===== config.mk =====
export PLATFORM = sky130hd
export DESIGN_NAME = serial_dac_code_loader_flat
export DESIGN_NICKNAME = d
export VERILOG_FILES = /design/src/rtl/dac_link_pkg.sv /design/src/rtl/dac_link_if.sv /design/src/rtl/serial_dac_code_loader.sv /design/src/flat_wrapper.sv
export SDC_FILE = /design/constraint.sdc
export NUM_CORES = 1
export LEC_CHECK = 0
export BUFFER_PORTS_ARGS = -buffer_cell sky130_fd_sc_hd__buf_2
export CAP_MARGIN = 20
export CORE_AREA = 10 10 208 210
export CTS_CLUSTER_DIAMETER = 150
export DETAILED_ROUTE_END_ITERATION = 8
export DIE_AREA = 0 0 218 220
export GPL_TIMING_DRIVEN = 0
export MAX_ROUTING_LAYER = met4
export SYNTH_ARGS = -nofsm -noshare
export SYNTH_HDL_FRONTEND = slang
export SYNTH_SLANG_ARGS = --single-unit

===== constraint.sdc =====
create_clock -name clk_sys -period 7.5 [get_ports clk_sys]
set_clock_uncertainty 0.1 [all_clocks]
set_input_delay 0.375 -clock clk_sys [delete_from_list [all_inputs] [get_ports clk_sys]]
set_output_delay 0.375 -clock clk_sys [all_outputs]
set_load 0.005 [all_outputs]

===== src/rtl/dac_link_pkg.sv =====
// Shared constants for the serial code loader and its three-wire master.
package dac_link_pkg;
   // Code and frame geometry.
   localparam int CODE_W = 16;
   localparam int FRAME_BITS = 16;
   localparam int CNT_W = 5;
   localparam logic [CODE_W-1:0] DAC_RESET = 16'h0000;
   // The output fraction is the code over two to this power.
   localparam int FRAC_SHIFT = 16;

   // System clock and link timing.
   localparam int SYS_PERIOD_NS = 4;
   localparam int SCLK_MAX_MHZ = 50;
   localparam int SCLK_MIN_HALF_NS = 1000 / (2 * SCLK_MAX_MHZ);
   localparam int CS_GAP_NS = 20;
   localparam int CS_HOLD_NS = 10;
   // Least times round up to whole system cycles.
   localparam int SCLK_HALF_CYC =
      (SCLK_MIN_HALF_NS + SYS_PERIOD_NS - 1) / SYS_PERIOD_NS;
   localparam int CS_GAP_CYC =
      (CS_GAP_NS + SYS_PERIOD_NS - 1) / SYS_PERIOD_NS;
   localparam int CS_HOLD_CYC =
      (CS_HOLD_NS + SYS_PERIOD_NS - 1) / SYS_PERIOD_NS;

   // Master register map, APB byte addresses.
   localparam int ADDR_W = 8;
   localparam logic [ADDR_W-1:0] REG_CODE = 8'h00;
   localparam logic [ADDR_W-1:0] REG_CTRL = 8'h04;
   localparam logic [ADDR_W-1:0] REG_STATUS = 8'h08;
   localparam logic [7:0] CTRL_RESET = 8'(SCLK_HALF_CYC);
   localparam int STATUS_BUSY_BIT = 0;
   localparam int STATUS_CODE_LSB = 16;
endpackage


===== src/rtl/dac_link_if.sv =====
// Three-wire write link between the serial master and the code loader.
`timescale 1ns/100ps
`default_nettype none
interface dac_link_if;
   logic cs_n;
   logic sclk;
   logic serial_in_alt;

   // The master drives all three wires.
   modport host (
      output cs_n,
      output sclk,
      output serial_in_alt
   );

   // The loader only listens.
   modport device (
      input cs_n,
      input sclk,
      input serial_in_alt
   );
endinterface
`default_nettype wire


===== src/rtl/serial_dac_code_loader.sv =====
// Serial input logic of a 16-bit multiplying converter: shift and load.
`timescale 1ns/100ps
`default_nettype none
module serial_dac_code_loader #(
   parameter int CODE_W = dac_link_pkg::CODE_W
) (
   // Clock and reset.
   input wire logic clk_sys,
   input wire logic rst_b,
   // Three-wire link from the master.
   dac_link_if.device link,
   // Reference level for the output fraction.
   input wire logic signed [CODE_W-1:0] ref_level,
   // Converter register and its scaled output.
   output logic [CODE_W-1:0] dac_input_code,
   output logic signed [CODE_W:0] ladder_current_out,
   // Frame status.
   output logic code_loaded,
   output logic word_done,
   output logic frame_active,
   output logic overrun,
   output logic short_frame,
   output logic [dac_link_pkg::CNT_W-1:0] bit_count
);
   import dac_link_pkg::*;

   localparam int IN_W = 3;
   localparam int I_CLK = 0;
   localparam int I_DAT = 1;
   localparam int I_CS = 2;
   // Idle link: select high, clock and data low.
   localparam logic [IN_W-1:0] IN_IDLE = 3'h4;
   localparam logic [CNT_W-1:0] LAST_BIT = CNT_W'(FRAME_BITS - 1);
   localparam logic [CNT_W-1:0] FULL = CNT_W'(FRAME_BITS);

   // Scales the code into a signed fraction of the reference, inverted.
   function automatic logic signed [CODE_W:0] scale_code(
      input logic signed [CODE_W-1:0] ref_in,
      input logic [CODE_W-1:0] code
   );
      logic signed [2*CODE_W+1:0] prod;
      logic signed [2*CODE_W+1:0] frac;
      prod = (2*CODE_W+2)'(ref_in) * $signed({2'b00, code});
      frac = prod >>> FRAC_SHIFT;
      scale_code = -frac[CODE_W:0];
   endfunction

   // Synchroniser and edge history.
   logic [IN_W-1:0] sync_a;
   logic [IN_W-1:0] sync_b;
   logic [IN_W-1:0] hist;
   logic [IN_W-1:0] next_sync_a;
   logic [IN_W-1:0] next_sync_b;
   logic [IN_W-1:0] next_hist;
   // Shift register and its bit counter.
   logic [CODE_W-1:0] shreg;
   logic [CODE_W-1:0] next_shreg;
   logic [CNT_W-1:0] next_bit_count;
   logic [CNT_W-1:0] base;
   // Frame flags.
   logic next_word_done;
   logic next_overrun;
   logic next_short_frame;
   // Converter register and its scaled output.
   logic [CODE_W-1:0] next_dac_input_code;
   logic signed [CODE_W:0] next_ladder_current_out;
   logic next_code_loaded;
   // Decoded link events.
   logic clk_rise;
   logic cs_fall;
   logic cs_rise;
   logic cs_low;
   logic bit_taken;

   // All three wires come from another domain and pass two flip-flops;
   // a third stage keeps the history that edges are found against.
   always_comb begin
      next_sync_a = {link.cs_n, link.serial_in_alt, link.sclk};
      next_sync_b = sync_a;
      next_hist = sync_b;
   end

   // Registers of the synchroniser; they reset to the idle link so that
   // no false edge follows reset.
   always_ff @(posedge clk_sys or negedge rst_b) begin
      if (!rst_b) begin
         sync_a <= IN_IDLE;
         sync_b <= IN_IDLE;
         hist <= IN_IDLE;
      end else begin
         sync_a <= next_sync_a;
         sync_b <= next_sync_b;
         hist <= next_hist;
      end
   end

   // Edges are found on the second stage against its own history.
   assign clk_rise = sync_b[I_CLK] & ~hist[I_CLK];
   assign cs_fall = hist[I_CS] & ~sync_b[I_CS];
   assign cs_rise = sync_b[I_CS] & ~hist[I_CS];
   assign cs_low = ~sync_b[I_CS];
   assign frame_active = cs_low;
   // A bit is taken only inside a frame; with select high the shift register and count hold.
   assign bit_taken = cs_low & clk_rise;

   // A clock edge in the very cycle of the select fall counts as bit one.
   assign base = cs_fall ? '0 : bit_count;

   // Next state of the shift register and its bit counter.
   always_comb begin
      next_shreg = shreg;
      next_bit_count = bit_count;
      if (cs_fall) begin
         // A new write sequence forgets the previous frame's count.
         next_bit_count = '0;
      end
      if (bit_taken) begin
         // Earlier bits move up, so the first bit ends in the top place.
         next_shreg = {shreg[CODE_W-2:0], sync_b[I_DAT]};
         // The count stops at a full word; later bits still shift.
         if (base != FULL) begin
            next_bit_count = base + 1'b1;
         end else begin
            next_bit_count = FULL;
         end
      end
   end

   // Registers of the shift register and its bit counter.
   always_ff @(posedge clk_sys or negedge rst_b) begin
      if (!rst_b) begin
         shreg <= DAC_RESET;
         bit_count <= '0;
      end else begin
         shreg <= next_shreg;
         bit_count <= next_bit_count;
      end
   end

   // Next values of the frame flags; a set in the cycle of a clear wins.
   always_comb begin
      next_word_done = 1'b0;
      next_overrun = overrun;
      next_short_frame = short_frame;
      if (cs_fall) begin
         next_overrun = 1'b0;
         next_short_frame = 1'b0;
      end
      if (bit_taken && base == LAST_BIT) begin
         // The sixteenth rise completes the word.
         next_word_done = 1'b1;
      end
      if (bit_taken && base == FULL) begin
         // Extra clocks keep shifting; only the last 16 bits remain.
         next_overrun = 1'b1;
      end
      if (cs_rise) begin
         // A frame closed before its sixteenth rise is flagged.
         next_short_frame = (bit_count != FULL);
      end
   end

   // Registers of the frame flags.
   always_ff @(posedge clk_sys or negedge rst_b) begin
      if (!rst_b) begin
         word_done <= 1'b0;
         overrun <= 1'b0;
         short_frame <= 1'b0;
      end else begin
         word_done <= next_word_done;
         overrun <= next_overrun;
         short_frame <= next_short_frame;
      end
   end

   // Next values of the converter register and its scaled output.
   always_comb begin
      // Shifting alone never touches the converter register.
      next_dac_input_code = dac_input_code;
      next_code_loaded = 1'b0;
      if (cs_rise) begin
         // Transfer on the select rise, whatever the clock level.
         next_dac_input_code = shreg;
         next_code_loaded = 1'b1;
      end
      next_ladder_current_out = scale_code(ref_level, dac_input_code);
   end

   // Registers of the converter register and its output.
   always_ff @(posedge clk_sys or negedge rst_b) begin
      if (!rst_b) begin
         dac_input_code <= DAC_RESET;
         ladder_current_out <= '0;
         code_loaded <= 1'b0;
      end else begin
         dac_input_code <= next_dac_input_code;
         ladder_current_out <= next_ladder_current_out;
         code_loaded <= next_code_loaded;
      end
   end
endmodule
`default_nettype wire


===== src/flat_wrapper.sv =====
// flat-port wrapper written by rule: the top's interface ports become plain ports
module serial_dac_code_loader_flat import dac_link_pkg::*;
#(
   parameter int CODE_W = dac_link_pkg::CODE_W
)
  (clk_sys, rst_b, ref_level, dac_input_code, ladder_current_out, code_loaded, word_done, frame_active, overrun, short_frame, bit_count, link_cs_n, link_sclk, link_serial_in_alt);
  dac_link_if link_i ();
  input wire logic clk_sys;
  input wire logic rst_b;
  input wire logic signed [CODE_W-1:0] ref_level;
  output logic [CODE_W-1:0] dac_input_code;
  output logic signed [CODE_W:0] ladder_current_out;
  output logic code_loaded;
  output logic word_done;
  output logic frame_active;
  output logic overrun;
  output logic short_frame;
  output logic [dac_link_pkg::CNT_W-1:0] bit_count;
  input wire logic [$bits(link_i.cs_n)-1:0] link_cs_n;
  input wire logic [$bits(link_i.sclk)-1:0] link_sclk;
  input wire logic [$bits(link_i.serial_in_alt)-1:0] link_serial_in_alt;
  assign link_i.cs_n = link_cs_n;
  assign link_i.sclk = link_sclk;
  assign link_i.serial_in_alt = link_serial_in_alt;
  serial_dac_code_loader #(.CODE_W(CODE_W)) u_core (.clk_sys(clk_sys), .rst_b(rst_b), .link(link_i), .ref_level(ref_level), .dac_input_code(dac_input_code), .ladder_current_out(ladder_current_out), .code_loaded(code_loaded), .word_done(word_done), .frame_active(frame_active), .overrun(overrun), .short_frame(short_frame), .bit_count(bit_count));
endmodule

==> results of run 1 <==
## state kept, by name, indices dropped and copies added, names as in the netlist
register,flops
u_core.ladder_current_out,17
u_core.dac_input_code,16
u_core.shreg,16
u_core.bit_count,5
u_core.next_hist,3
u_core.next_sync_b,3
u_core.hist,2
u_core.code_loaded,1
u_core.overrun,1
u_core.short_frame,1
u_core.word_done,1
## worst max-delay path by stage
stage | to | cells after the start
4_1_cts | u_core.ladder_current_out[16] | 26
6_report | u_core.ladder_current_out[16] | 26
2_1_floorplan | u_core.ladder_current_out[16] | 25
3_3_place_gp | u_core.ladder_current_out[16] | 25
5_1_grt | u_core.ladder_current_out[15] | 23
3_5_place_dp | u_core.ladder_current_out[16] | 25
## cell families after synthesis
kind of cell,synth area share
AO/OA/AOI/OAI,0.07472
XOR/XNOR,0.01583
adder cells (fa/ha/maj),0.4671
buffers and inverters,0.09335
flip-flops,0.1424
multiplexers,0.03488
AND/OR/NAND/NOR,0.1717
## per-layer routing
| layer | GRT usage | part of all wire | vias up | routed length, um |
|---|---|---|---|---|
| met1 | 0.1799 | 0.45 | 4561 | 14330 |
| li1 | - | - | 4098 | - |
| met3 | 0.01193 | 0.037 | 23 | 1174 |
| met2 | 0.2359 | 0.50 | 169 | 16150 |
| met5 | - | 0 | - | 0 |
| met4 | 0.03286 | 0.014 | 0 | 451 |
## worst reg2reg max path: cells and delay by family (launching register included)
kind / cells / cell delay [ns]
adder cells (fa/ha/maj): 8 / 3.58
AO/OA/AOI/OAI: 6 / 1.28
AND/OR/NAND/NOR: 5 / 0.90
flip-flops: 1 / 0.43
buffers and inverters: 5 / 0.38
multiplexers: 1 / 0.29
XOR/XNOR: 1 / 0.15
## repair_timing
| item | CTS | global route |
|---|---|---|
| cloned | 0 | 0 |
| endpoints found under the setup margin | 11 | 6 |
| setup buffers | 13 | 9 |
| gates resized for setup | 51 | 37 |
| pin swaps | 2 | 7 |
## through the flow
step | utilization | worst slack, ns
global placement | 0.3206 | -0.7890
detailed placement | 0.3207 | -0.9881
finish | 0.3388 | 0.2656
floorplan | - | 0.5652
CTS | 0.3342 | 0.006362
global route | 0.3388 | -0.003455
## cell usage after synthesis, types with 2 or more instances
master / number
nor2b_1: 5
o21ai_0: 25
and2_1: 117
or4_1: 2
nand4_1: 8
a32oi_1: 3
o31a_1: 3
nor2_1: 34
mux2i_1: 3
nand2b_1: 13
dfstp_2: 3
nand3b_1: 3
ha_1: 125
nor3_1: 8
a21boi_0: 2
nand2_1: 173
nand3_1: 10
a21oi_2: 5
o311ai_1: 2
xnor2_1: 12
mux2_2: 32
o21ai_1: 6
a21o_1: 9
fa_1: 193
a31oi_1: 3
a211oi_1: 4
xor2_1: 9
inv_1: 241
o21a_1: 4
o211ai_1: 3
o21bai_1: 6
buf_1: 2
or3_1: 3
and3_1: 7
clkbuf_1: 38
dfrtp_1: 63
nor4_1: 2
buf_2: 3
a21oi_1: 29
and4_1: 3
o31ai_1: 4
o2111ai_1: 2
## cell type report
cell class / count / area (um^2) / share of cell area
well taps: 525 / 656.9 / 0.04936
clock inverters: 7 / 76.32 / 0.005735
plain buffers: 43 / 237.7 / 0.01786
multi-input cells: 899 / 9032 / 0.6787
clock buffers: 9 / 225.2 / 0.01692
inverters: 242 / 908.4 / 0.06826
flip-flops and latches: 66 / 1675 / 0.1259
repair buffers: 85 / 495.5 / 0.03723
==> results.ini, run 1 <==
[outcome]
status=finished, final reports clean

[worst_setup_path]
cp.required_ns=7.64
worstSetupEndpointType=flop
crit_path_start=u_core.dac_input_code[8]
critPathTopFamily=adder cells
crit_path_start_kind=flop
cp_common_cell=fa_1
critPathKind=flop to flop
cp_max_fo=5
r2r_cells=26
crit_arrival_ns=7.37
slowest_stage=fa_1
rrSetupSlack_ns=0.27
r2r_start=u_core.dac_input_code[8]
reg2reg_to=u_core.ladder_current_out[16]
path_buf_inv=5
max_stage_delay_ns=0.53

[synth]
synth_seq_cells=66
syn_nets=1590
synthDistinctLibCells=71
synth_area_leaders=fa_1 (33%), dfrtp_1 (14%), ha_1 (13%)
yosys_warnings=0
avgSynthCellArea_um2=9.289
synthCells=1251
yosysTopAreaCell=fa_1
synth-main-ff-cell=dfrtp_1
synth_top_area_frac=0.3325
synthArstFlopShare=1.000
syn-cell-area_um2=11620
synth.yosys.seq_area_share=0.1424
synth_edf_count=0

[clock_tree]
insertion_delay_ns=0.35
cts_tree=built
postCtsHoldBufs=0
cts_made_buffers=9
clockBufferDepth=2
ctsRootBufferMaster=clkbuf_16
clk_pin_slew_ns=0.07
clock_sinks=66
htreeDepth=3

[drt]
final_antenna_net_count=0
dr_total_vias=8851
drc=0
totalWireLength_um=32110
first_pass_iters=7
viasPerCell=4.718
wire_per_inst_um=17.12
drt_iter0_drc=456

[grt]
grt_pass1_vias=9188
grt_usage=0.1401
antenna_found_initial=1
grt_pass1_wl_um=50690
grt-ovfl-total=0
grt_max_degree=67

[final_layout]
diodes=0
final_cells=1876
final_cell_mix=inv_1 (241), fa_1 (193), nand2_1 (172), ha_1 (122), and2_1 (117)
fin_nets=1685
syn_to_final_growth_pct=14.51
drive_gt1_frac=0.1599
fillers=4084
fin_area_um2=13310
final_common_cell=inv_1

[sta]
rsz0062_at_grt=true
drv_slew=0
max_clock_freq_mhz=138.2
maxSlewHeadroom=0.4304
finalSetupViolations=0
finalHoldViolations=0
setup_tns_ns=0
layout_min_cycle_time_ns=7.234
fin_crit_sh=0.9646
worst_pin_slew_ns=0.8544
fin_hold_ws_ns=0.01788

[placement]
portBuffers=63
dp_hpwl_um=26220
gp_congestion=0.9385
placed_cell_area_um2=12600
dpl.cell_count=1839

[min_path]
min_path_type=input pin to async pin

[floorplanning]
start_util=0.2959
fp.dieH_um=220
die-area_um2=47960
rows=73
fp.coreArea_um2=39280
die_x_um=218
pin_count=64

[run]
cap_viol_max_count=0

Power of run 1 is not shown: default switching activity piles up to over one toggle a cycle in this logic, so the estimate is an artifact.
==> run 2: changes to the inputs <==
- CORE_AREA: 10 10 208 210 -> 10 10 199 220
- CTS_CLUSTER_SIZE: not set -> 16
- DIE_AREA: 0 0 218 220 -> 0 0 209 230
- REMOVE_ABC_BUFFERS: not set -> 1
==> results.ini, run 2 (same netlist as run 1, synthesis figures left out) <==
[grt]
grt-ovfl-total=0  ; unchanged
gr-usage-met2=0.1979  ; was 0.2359
antenna_found_initial=1  ; unchanged
grt_max_degree=67  ; unchanged
grt-busiest-layer=met2  ; unchanged
grtUsageMet1=0.1510  ; was 0.1799
grt_pass1_wl_um=46420  ; was 50690 um
grt_pass1_vias=9133  ; was 9188
grt_usage=0.1199  ; was 0.1401
grtUsageMet3=0.01695  ; was 0.01193

[worst_setup_path]
cp.required_ns=7.66  ; was 7.64 ns
path_buf_inv=5  ; unchanged
crit_arrival_ns=7.44  ; was 7.37 ns
crit_path_start=u_core.dac_input_code[8]  ; unchanged
cp-endpoint=u_core.ladder_current_out[16]  ; unchanged
r2r_cells=26  ; unchanged
r2r_start=u_core.dac_input_code[8]  ; unchanged
max_stage_delay_ns=0.55  ; was 0.53 ns
crit_path_start_kind=flop  ; unchanged
critPathKind=flop to flop  ; unchanged
cp_num_cells=26  ; unchanged
critPathTopFamily=adder cells  ; unchanged
rrSetupSlack_ns=0.22  ; was 0.27 ns
cp_common_cell=fa_1  ; unchanged
worstSetupEndpointType=flop  ; unchanged
reg2reg_to=u_core.ladder_current_out[16]  ; unchanged
slowest_stage=dfrtp_4  ; was fa_1
cp_max_fo=9  ; was 5

[final_layout]
largest_reg_flops=17  ; unchanged
fin_nets=1644  ; was 1685
fillers=4076  ; was 4084
diodes=0  ; unchanged
reg_top3=u_core.ladder_current_out (17), u_core.dac_input_code (16), u_core.shreg (16)  ; unchanged
syn_to_final_growth_pct=12.35  ; was 14.51%
largest-register=u_core.ladder_current_out  ; unchanged
final_cell_mix=inv_1 (241), fa_1 (193), nand2_1 (172), ha_1 (119), and2_1 (117)  ; was inv_1 (241), fa_1 (193), nand2_1 (172), ha_1 (122), and2_1 (117)
final_util=0.3349  ; was 0.3388
drive_gt1_frac=0.1443  ; was 0.1599
final_common_cell=inv_1  ; unchanged

[sta]
drv_slew=0  ; unchanged
setup_ws_ns=0.2212  ; was 0.2656 ns
maxSlewHeadroom=0.4035  ; was 0.4304
finalSetupViolations=0  ; unchanged
max_clock_freq_mhz=137.4  ; was 138.2 MHz
layout_min_cycle_time_ns=7.279  ; was 7.234 ns
finalHoldViolations=0  ; unchanged
setup_tns_ns=0  ; unchanged
fin_hold_ws_ns=0.01868  ; was 0.01788 ns
fin_crit_sh=0.9705  ; was 0.9646
rsz0062_at_grt=true  ; unchanged
worst_pin_slew_ns=0.8947  ; was 0.8544 ns

[clock_tree]
cts_tree=built  ; unchanged
clk_pin_slew_ns=0.06  ; was 0.07 ns
ctsRootBufferMaster=clkbuf_16  ; unchanged
clock_sinks=66  ; unchanged
clockBufferDepth=2  ; unchanged
postCtsHoldBufs=0  ; unchanged
cts_made_buffers=9  ; unchanged
insertion_delay_ns=0.36  ; was 0.35 ns
htreeDepth=3  ; unchanged

[floorplanning]
rows=76  ; was 73
pin_count=64  ; unchanged
die-area_um2=48070  ; was 47960 um^2
fp.coreArea_um2=38990  ; was 39280 um^2
fp.dieH_um=230  ; was 220 um
start_util=0.2981  ; was 0.2959
die_x_um=209  ; was 218 um

[placement]
portBuffers=63  ; unchanged
gp_congestion=0.8480  ; was 0.9385
dp_slack_ns=-0.4921  ; was -0.9881 ns
dp_hpwl_um=21680  ; was 26220 um

[drt]
drt_iter0_drc=414  ; was 456
final_antenna_net_count=0  ; unchanged
viasPerCell=4.799  ; was 4.718
drc=0  ; unchanged
wire_per_inst_um=15.24  ; was 17.12 um
dr_total_vias=8720  ; was 8851
totalWireLength_um=27680  ; was 32110 um
first_pass_iters=5  ; was 7

[run]
cap_viol_max_count=0  ; unchanged

[outcome]
status=finished, final reports clean  ; unchanged

[min_path]
min_path_type=input pin to flop  ; was input pin to async pin

run 2: area by class of cell:
cell class | instances | area, um^2 | area share
clock inverter | 6 | 67.56 | 0.005175
inverter | 242 | 909.6 | 0.06967
multi-input combinational | 899 | 9009 | 0.6900
sequential | 66 | 1702 | 0.1303
tap | 507 | 634.4 | 0.04859
clock buffer | 10 | 229.0 | 0.01754
timing repair buffer | 87 | 505.5 | 0.03872
run 2: layer usage:
layer,wire (um),share of wire
met1,12470,0.45
met4,418,0.015
met2,13520,0.49
met3,1272,0.046
met5,0,0
run 2: timing repair:
action,in CTS,in global routing
pin swaps,2,3
buffers inserted,10,12
setup endpoints to repair,2,4
hold endpoints to repair,0,0
gates resized for setup,26,25
run 2: worst min-delay path by stage:
| stage | start | to | slack [ns] | cells after the start |
|---|---|---|---|---|
| 6_report | link_cs_n | u_core.next_sync_b[2] | 0.02 | 1 |
| 5_1_grt | link_cs_n | u_core.next_sync_b[2] | 0.007 | 1 |
| 4_1_cts | link_cs_n | u_core.next_sync_b[2] | 0.001 | 1 |
| 3_5_place_dp | u_core.next_sync_b[0] | u_core.next_hist[0] | 0.24 | 0 |
| 3_3_place_gp | u_core.next_sync_b[0] | u_core.next_hist[0] | 0.24 | 0 |
| 2_1_floorplan | rst_b | u_core.bit_count[0] | -0.02 | 0 |
run 2: metrics by stage:
step | instance area (um^2) | cells
floorplan | 11440 | 1207
global placement | 12390 | 1777
detailed placement | 12420 | 1779
CTS | 12860 | 1805
global route | 13060 | 1817
finish | 13060 | 1817
Power of run 2 is left out for the same reason.
